### src/hw/fsw_pkg.sv
// shared constants for the flash status and write-enable logic
package fsw_pkg;

  // ==========================================================================
  // opcodes
  localparam logic [7:0] OP_WREN  = 8'h06;
  localparam logic [7:0] OP_VWREN = 8'h50;
  localparam logic [7:0] OP_WRDI  = 8'h04;
  localparam logic [7:0] OP_RDSR1 = 8'h05;
  localparam logic [7:0] OP_RDSR2 = 8'h35;
  localparam logic [7:0] OP_RDSR3 = 8'h15;
  localparam logic [7:0] OP_WSR1  = 8'h01;
  localparam logic [7:0] OP_WSR2  = 8'h31;
  localparam logic [7:0] OP_WSR3  = 8'h11;

  // ==========================================================================
  // status register layout
  localparam int unsigned SR_N     = 3;
  localparam int unsigned BUSY_BIT = 0;
  localparam int unsigned WEL_BIT  = 1;
  // sr1: protect_range_bits [5:2], top_bottom_select [6]
  // sr2: status_lock [0], quad_io_enable [1], security_lock_bits [5:3], protect_complement [6]
  // sr3: power_up_address_mode [0], protect_scheme_select [2], drive_strength [6:5]
  localparam logic [7:0] WR_MASK [SR_N] = '{8'h7C, 8'h7B, 8'h65};
  localparam logic [7:0] OTP_NV  [SR_N] = '{8'h00, 8'h38, 8'h00};
  localparam logic [7:0] OTP_VOL [SR_N] = '{8'h00, 8'h39, 8'h00};
  localparam logic [7:0] NV_RST  [SR_N] = '{8'h00, 8'h00, 8'h00};

  // ==========================================================================
  // link bit counts
  localparam logic [4:0] BITS_OP  = 5'h08;
  localparam logic [4:0] BITS_ONE = 5'h10;
  localparam logic [4:0] BITS_TWO = 5'h18;
  localparam logic [4:0] BITS_MAX = 5'h1F;

  // ==========================================================================
  // timing
  localparam int unsigned CLK_MHZ   = 200;
  localparam int unsigned TW_NS     = 1000000;
  localparam int unsigned TW_CYCLES = (TW_NS * CLK_MHZ + 999) / 1000;
  localparam int unsigned TW_W      = 24;
  localparam int unsigned SCK_HALF_NS  = 60;
  localparam int unsigned SCK_HALF_CYC = (SCK_HALF_NS * CLK_MHZ + 999) / 1000;
  localparam logic [3:0]  DIV_LAST     = 4'(SCK_HALF_CYC - 1);

  // ==========================================================================
  // host register map (byte addresses) and fields
  localparam logic [3:0] REG_CMD  = 4'h0;
  localparam logic [3:0] REG_DATA = 4'h4;
  localparam logic [3:0] REG_STAT = 4'h8;
  localparam int unsigned CMD_LEN_LSB = 8;
  localparam int unsigned CMD_RD_BIT  = 10;
  localparam int unsigned STAT_RX_LSB = 8;

endpackage

### src/hw/fsw_link_if.sv
// serial link between the controller and the flash status logic
`timescale 1ns/1ps
`default_nettype none
interface fsw_link_if;
  logic sclk;
  logic cs_n;
  logic serial_in_pin;
  logic serial_out_pin;

  modport dev (input sclk, input cs_n, input serial_in_pin, output serial_out_pin);
  modport host (output sclk, output cs_n, output serial_in_pin, input serial_out_pin);
endinterface
`default_nettype wire

### src/hw/fsw_sync.sv
// two-stage synchroniser with edge pulses
`timescale 1ns/1ps
`default_nettype none
module fsw_sync #(
  parameter int unsigned     W       = 1,
  parameter logic [W-1:0]    RST_VAL = '0
) (
  // system
  input  wire logic         clk_sys,
  input  wire logic         rst,
  // pins
  input  wire logic [W-1:0] pin_in,
  // synchronised view
  output logic      [W-1:0] lvl,
  output logic      [W-1:0] rise,
  output logic      [W-1:0] fall
);
  logic [W-1:0] meta_r;
  logic [W-1:0] sync_r;
  logic [W-1:0] dly_r;

  // ==========================================================================
  // per-bit stages
  for (genvar i = 0; i < W; i++) begin : g_bit
    always_ff @(posedge clk_sys) begin
      if (rst) begin
        meta_r[i] <= RST_VAL[i];
        sync_r[i] <= RST_VAL[i];
        dly_r[i]  <= RST_VAL[i];
      end else begin
        meta_r[i] <= pin_in[i];
        sync_r[i] <= meta_r[i];
        dly_r[i]  <= sync_r[i];
      end
    end
    assign rise[i] = sync_r[i] & ~dly_r[i];
    assign fall[i] = ~sync_r[i] & dly_r[i];
  end
  assign lvl = sync_r;
endmodule
`default_nettype wire

### src/hw/fsw_dev.sv
// flash status register and write-enable logic, device end of the link
//
// What this block does
// - write-enable opcode sets write_latch_flag
// - host sets write_latch_flag before any nonvolatile write
// - host frames single opcodes with chip select
// - volatile enable keeps flag, arms volatile write
// - host sends volatile enable right before write
// - write-disable opcode clears write_latch_flag
// - flag auto-clears on reset and completions
// - three read opcodes select status register
// - status shifted out msb first, falling edge
// - status reads accepted even while busy
// - status byte repeats until chip select rises
// - only listed status bits are writable
// - security_lock_bits return to zero only when dev_reset reloads
// - nonvolatile write needs write_latch_flag set
// - host sends write opcode then one or two bytes
// - volatile write keeps flag, lock bits sticky
// - reset reloads nonvolatile values into volatile
// - nonvolatile write starts timed cycle on rise
// - busy during cycle, then flag cleared
// - volatile values apply at once, never busy
// - sixteen data bits write registers one and two
// - eight data bits write register one only
//
// Local design decisions: the placing of the registers and register access over Avalon-MM.
`timescale 1ns/1ps
`default_nettype none
module fsw_dev import fsw_pkg::*; #(
  parameter int unsigned TW_CYC = TW_CYCLES
) (
  // system
  input  wire logic                 clk_sys,
  input  wire logic                 rst,
  // link
  fsw_link_if.dev                   link,
  // device side events
  input  wire logic                 dev_reset,
  input  wire logic                 ext_busy,
  input  wire logic                 ext_op_done,
  // status view
  output logic [SR_N-1:0][7:0]      status_q,
  output logic                      wel_q,
  output logic                      busy_q
);

  // ==========================================================================
  // link sampling
  logic [2:0] lvl_w;
  logic [2:0] rise_w;
  logic [2:0] fall_w;

  fsw_sync #(
    .W       (3),
    .RST_VAL (3'h2)
  ) u_sync (
    .clk_sys (clk_sys),
    .rst     (rst),
    .pin_in  ({link.sclk, link.cs_n, link.serial_in_pin}),
    .lvl     (lvl_w),
    .rise    (rise_w),
    .fall    (fall_w)
  );

  wire sck_rise = rise_w[2];
  wire sck_fall = fall_w[2];
  wire cs_rise  = rise_w[1];
  wire cs_fall  = fall_w[1];
  wire cs_low   = ~lvl_w[1];
  wire din      = lvl_w[0];

  // ==========================================================================
  // state
  logic [23:0]     sh_r;
  logic [7:0]      op_r;
  logic [4:0]      cnt_r;
  logic [2:0]      obit_r;
  logic            dout_r;
  logic            wel_r;
  logic            vwe_r;
  logic            busy_r;
  logic [TW_W-1:0] tw_r;
  logic [7:0]      vol_w [SR_N];
  logic [SR_N-1:0] hit_w;
  logic [7:0]      dat_w [SR_N];

  // ==========================================================================
  // decode
  wire op_ok    = (cnt_r >= BITS_OP);
  wire any_busy = busy_r | ext_busy;
  wire single   = cs_rise & (cnt_r == BITS_OP) & ~any_busy;
  wire do_wren  = single & (op_r == OP_WREN);
  wire do_vwren = single & (op_r == OP_VWREN);
  wire do_wrdi  = single & (op_r == OP_WRDI);
  wire is_wsr   = (op_r == OP_WSR1) | (op_r == OP_WSR2) | (op_r == OP_WSR3);
  wire dual_w   = (op_r == OP_WSR1) & (cnt_r == BITS_TWO);
  wire len_ok   = (is_wsr & (cnt_r == BITS_ONE)) | dual_w;
  wire wr_ok    = cs_rise & len_ok & ~any_busy;
  wire vol_go   = wr_ok & vwe_r;
  wire nv_go    = wr_ok & ~vwe_r & wel_r;
  // a write with neither enable falls through both strobes untouched
  wire tw_done  = busy_r & (tw_r == '0);
  wire [7:0] byte_a = dual_w ? sh_r[15:8] : sh_r[7:0];

  wire rd1 = (op_r == OP_RDSR1);
  wire rd2 = (op_r == OP_RDSR2);
  wire rd3 = (op_r == OP_RDSR3);
  wire rd_hit = op_ok & (rd1 | rd2 | rd3);
  wire [7:0] sr1_rd = vol_w[0] | (8'(any_busy) << BUSY_BIT) | (8'(wel_r) << WEL_BIT);
  wire [7:0] rd_sel = rd1 ? sr1_rd : (rd2 ? vol_w[1] : vol_w[2]);

  // ==========================================================================
  // opcode and data shifting
  always_ff @(posedge clk_sys) begin
    if (rst) begin
      sh_r  <= 24'h000000;
      op_r  <= 8'h00;
      cnt_r <= 5'h00;
    end else if (cs_fall) begin
      cnt_r <= 5'h00;
    end else if (cs_low && sck_rise) begin
      sh_r <= {sh_r[22:0], din};
      if (cnt_r == BITS_OP - 5'h01) begin
        op_r <= {sh_r[6:0], din};
      end
      if (cnt_r != BITS_MAX) begin
        cnt_r <= cnt_r + 5'h01;
      end
    end
  end

  // ==========================================================================
  // status readout: falling edge, msb first, repeats while selected
  always_ff @(posedge clk_sys) begin
    if (rst) begin
      obit_r <= 3'h0;
      dout_r <= 1'b0;
    end else if (cs_fall || !cs_low) begin
      obit_r <= 3'h0;
      dout_r <= 1'b0;
    end else if (sck_fall && rd_hit) begin
      dout_r <= rd_sel[3'h7 - obit_r];
      obit_r <= obit_r + 3'h1;
    end
  end
  assign link.serial_out_pin = dout_r;

  // ==========================================================================
  // write-enable latches; for wel_r a set beats any clear in the same cycle, for vwe_r dev_reset beats the set
  always_ff @(posedge clk_sys) begin
    if (rst) begin
      wel_r <= 1'b0;
      vwe_r <= 1'b0;
    end else begin
      if (do_wren) begin
        wel_r <= 1'b1;
      end else if (do_wrdi || tw_done || ext_op_done || dev_reset) begin
        wel_r <= 1'b0;
      end
      if (dev_reset) begin
        vwe_r <= 1'b0;
      end else if (cs_rise && cnt_r != 5'h00) begin
        vwe_r <= do_vwren;
      end
    end
  end

  // ==========================================================================
  // self-timed nonvolatile write cycle
  always_ff @(posedge clk_sys) begin
    if (rst) begin
      busy_r <= 1'b0;
      tw_r   <= '0;
    end else if (dev_reset) begin
      busy_r <= 1'b0;
      tw_r   <= '0;
    end else if (nv_go) begin
      busy_r <= 1'b1;
      tw_r   <= TW_W'(TW_CYC - 1);
    end else if (tw_done) begin
      busy_r <= 1'b0;
    end else if (busy_r) begin
      tw_r <= tw_r - 1'b1;
    end
  end

  // ==========================================================================
  // status registers: volatile copy in use, nonvolatile copy behind it
  for (genvar i = 0; i < SR_N; i++) begin : g_sr
    logic [7:0] vol_r;
    logic [7:0] nv_r;
    logic [7:0] pend_r;
    logic       pend_hit_r;

    assign hit_w[i] = (op_r == (i == 0 ? OP_WSR1 : (i == 1 ? OP_WSR2 : OP_WSR3)))
                    | (dual_w & (i == 1));
    assign dat_w[i] = (dual_w && i == 1) ? sh_r[7:0] : byte_a;

    // only writable bits move; lock bits can only be raised
    wire [7:0] vol_new = (vol_r & ~WR_MASK[i]) | (dat_w[i] & WR_MASK[i])
                       | (vol_r & OTP_VOL[i]);
    wire [7:0] nv_new  = (nv_r & ~WR_MASK[i]) | (pend_r & WR_MASK[i])
                       | (nv_r & OTP_NV[i]);

    always_ff @(posedge clk_sys) begin
      if (rst) begin
        vol_r      <= NV_RST[i];
        nv_r       <= NV_RST[i];
        pend_r     <= 8'h00;
        pend_hit_r <= 1'b0;
      end else begin
        if (nv_go) begin
          pend_r     <= dat_w[i];
          pend_hit_r <= hit_w[i];
        end
        if (dev_reset) begin
          vol_r      <= nv_r;
          pend_hit_r <= 1'b0;
        end else if (tw_done && pend_hit_r) begin
          nv_r  <= nv_new;
          // security lock bits raised in the volatile copy survive the reload
          vol_r <= nv_new | (vol_r & OTP_NV[i]);
        end else if (vol_go && hit_w[i]) begin
          vol_r <= vol_new;
        end
      end
    end
    assign vol_w[i]    = vol_r;
    assign status_q[i] = vol_r;
  end

  assign wel_q  = wel_r;
  assign busy_q = busy_r;

endmodule
`default_nettype wire

### src/flat_wrapper.sv
// flat-port wrapper written by rule: the top's interface ports become plain ports
module fsw_dev_flat import fsw_pkg::*;
#(
  parameter int unsigned TW_CYC = TW_CYCLES
)
  (clk_sys, rst, dev_reset, ext_busy, ext_op_done, status_q, wel_q, busy_q, link_sclk, link_cs_n, link_serial_in_pin, link_serial_out_pin);
  fsw_link_if link_i ();
  input  wire logic clk_sys;
  input  wire logic rst;
  input  wire logic dev_reset;
  input  wire logic ext_busy;
  input  wire logic ext_op_done;
  output logic [SR_N-1:0][7:0] status_q;
  output logic wel_q;
  output logic busy_q;
  input wire logic [$bits(link_i.sclk)-1:0] link_sclk;
  input wire logic [$bits(link_i.cs_n)-1:0] link_cs_n;
  input wire logic [$bits(link_i.serial_in_pin)-1:0] link_serial_in_pin;
  output wire logic [$bits(link_i.serial_out_pin)-1:0] link_serial_out_pin;
  assign link_i.sclk = link_sclk;
  assign link_i.cs_n = link_cs_n;
  assign link_i.serial_in_pin = link_serial_in_pin;
  assign link_serial_out_pin = link_i.serial_out_pin;
  fsw_dev #(.TW_CYC(TW_CYC)) u_core (.clk_sys(clk_sys), .rst(rst), .link(link_i), .dev_reset(dev_reset), .ext_busy(ext_busy), .ext_op_done(ext_op_done), .status_q(status_q), .wel_q(wel_q), .busy_q(busy_q));
endmodule
### config.mk
export PLATFORM = sky130hd
export DESIGN_NAME = fsw_dev_flat
export DESIGN_NICKNAME = d
export VERILOG_FILES = /design/src/hw/fsw_pkg.sv /design/src/hw/fsw_link_if.sv /design/src/hw/fsw_sync.sv /design/src/hw/fsw_dev.sv /design/src/flat_wrapper.sv
export SDC_FILE = /design/constraint.sdc
export NUM_CORES = 1
export LEC_CHECK = 0
export ABC_AREA = 1
export BUFFER_PORTS_ARGS = -buffer_cell sky130_fd_sc_hd__buf_2
export CAP_MARGIN = 20
export CORE_MARGIN = 8
export CORE_UTILIZATION = 35
export CTS_CLUSTER_DIAMETER = 60
export DETAILED_ROUTE_END_ITERATION = 10
export PLACE_DENSITY = 0.61
export SYNTH_ARGS = -nofsm -noshare
export SYNTH_HDL_FRONTEND = slang
export SYNTH_HIERARCHICAL = 1
export SYNTH_SLANG_ARGS = --single-unit
### constraint.sdc
create_clock -name clk_sys -period 1.6 [get_ports clk_sys]
set_input_delay 0.16 -clock clk_sys [delete_from_list [all_inputs] [get_ports clk_sys]]
set_output_delay 0.16 -clock clk_sys [all_outputs]
set_load 0.01 [all_outputs]
==> implementation parameters <==
Parameter                              Value

Outcome
  Result of the run    finished with violations
  Violations in the final reports    setup timing

Timing
  Final-report max-slew violation count    0
  Tmin final    1.76 ns
  Count of endpoints failing setup in the final report    68
  Setup repair after global routing missed its margin    true
  Setup slack after layout    -0.157 ns
  Total negative slack for setup checks    -4.81 ns
  F_max    569 MHz
  Worst-Margin Slew    0.560 ns
  Post-Route Skew    0.0209 ns
  Slew Limit Headroom    0.625
  Count of final hold-check violations    0
  Final cycle utilization of the critical path    1.10

GRT
  GRT overflow    0
  Antenna violations before repair    0
  Top Usage Layer GRT    met2
  First-pass GRT wire length    24900 µm
  Overall routing resource usage    0.153
  Global Route met3 Usage    0.0234
  Met2 capacity usage during global routing    0.239
  Via count of the first global-routing pass    5045
  Largest net degree at the start of global routing    34
  GRT met1 Usage    0.210

Setup path
  Critical Path RT    1.86 ns
  CP Cell Sequence    inv_2, ha_4, nand3_4, nor3_2, nand2_1, nand2_4, buf_4, nand4_1, nand2_4, inv_2, nor2_1, nor2_1
  Worst stage delay on the critical path    0.34 ns
  Sort of element at the end of the critical path    flop
  Cell type of the slowest stage on the worst timing path    dfxtp_2
  Crit start category    flop
  Type of the worst setup path    reg -> reg
  Buffers plus inverters on the worst setup path    3
  Arrival @ worst endpoint    2.02 ns
  Top Family by Delay on Critical Path    simple AND/OR/NAND/NOR gates
  Peak fanout along the critical path    7

Die
  Y dimension of the die    143 µm
  Initial core utilization    0.356
  Row Count    46
  Core area    15800 µm²
  Die Area    20300 µm²
  Top-level port count    35
  Chip Width    143 µm

Logic synthesis
  Synthesized area per cell    6.92 µm²
  Synthesized area    5610 µm²
  Cell count after synthesis    811
  Yosys warning total    6

Flow run
  Max cap viols    0

Layout
  Fin util    0.522
  Commonest cells after routing, fill and taps aside    nand2_1 (130), buf_4 (112), dfxtp_1 (98)
  Area Growth Syn to Fin    46.6%
  Antenna Cells    0
  Non-Filler Instances    1183
  Net count of the finished layout    976
  Fraction of final layout cells sized beyond drive strength 1    0.395
  Most frequent standard cell in the layout excluding fill and tap cells    nand2_1

Routing
  Vias    5716
  DRT antenna net count    0
  Total DRC errors in the routed layout    0
  Post-DR wirelength/cell    14.0 µm
  Number of optimization iterations in the first detailed-route pass    5
  Drt via density    4.83
  Total detailed-routing wirelength    16500 µm
  Iter 0 DRT Violations    460

Worst hold path
  Type of the worst min-delay path    in -> reg

Placement
  Cell total after placement    1130
  IO Port Bufs    25
  Final weighted congestion in routability-driven placement    0.842
  Placed wire-length estimate after detailed placement    11000 µm

Power
  Peak VDD IR    0.463 mV
  PD cells    675 nW/µm²
  Lkg Pwr    3.74 nW

CTS
  Clock tree root buffer cell    clkbuf_16
  Clock latency at the later pin of the worst-skew pair    0.37 ns
  CTS H-tree depth    3
  Maximum buffer depth of the clock tree    2
  TritonCTS clock tree    done
  Number of clock sinks    112
  Clock transition at the register clock pins on the worst setup and hold paths after CTS    0.08 ns
  TritonCTS buffer count    9
report_power, final:
part           leakage (nW)  switching, mW  internal [mW]
Combinational          2.67          0.200          0.119
Sequential            0.914         0.0256           2.81
Clock                 0.152           1.15           1.25
final timing paths:
kind / startpoint / to / slack [ns] / depth (start not counted)
worst max register to register: u_core/cnt_r[1] / u_core/g_sr[1].vol_r[1] / -0.16 / 12
worst max-delay path: u_core/cnt_r[1] / u_core/g_sr[1].vol_r[1] / -0.16 / 12
worst min register to register: u_core/u_sync/meta_r[0] / u_core/u_sync/lvl[0] / 0.40 / 2
worst min-delay path: rst / u_core/u_sync/meta_r[2] / 0.13 / 2
metal layers:
layer	part of all wire	routed length (µm)
met4	0.017	285
met1	0.48	7900
met5	0	0
met3	0.035	578
met2	0.47	7770
what timing repair did:
action	4_1_cts	5_1_grt
setup endpoints to repair	75	84
hold buffers	3	0
buffers inserted	11	20
pin swaps	17	57
gates cloned	1	6
gates resized for setup	80	159
endpoints found under the hold margin	3	0
flip-flops by register name, summed over array words and instances, names as in the netlist:
register / count
u_core/busy_q: 1
u_core/cnt_r: 5
u_core/g_sr.nv_r: 15
u_core/g_sr.pend_hit_r: 3
u_core/g_sr.pend_r: 12
u_core/g_sr.vol_r: 15
u_core/link.serial_out_pin: 1
u_core/obit_r: 3
u_core/op_r: 8
u_core/sh_r: 15
u_core/tw_r: 24
u_core/u_sync/dly_r: 2
u_core/u_sync/lvl: 3
u_core/u_sync/meta_r: 3
u_core/vwe_r: 1
u_core/wel_q: 1
per-stage QoR:
step                      instance area, µm²  power (mW)  hold slack, ns  worst slack [ns]
after floorplan                         5650        3.08           0.231           0.00309
after global placement                  6670        3.17           0.341            -0.245
after detailed placement                6670        3.17           0.344            -0.256
after CTS                               7400        5.57           0.128           -0.0965
after global routing                    8230        5.76           0.131            -0.254
final                                   8230        5.56           0.127            -0.157
area by class of cell:
class / instances / area [µm²]
timing repair buffer: 165 / 1380
inverter: 107 / 414
multi-input combinational: 567 / 3590
clock buffer: 9 / 225
sequential: 112 / 2260
tap: 216 / 270
clock inverter: 7 / 90.1
fill: 1536 / 7540
No activity file was read; power rests on OpenSTA's default activity.
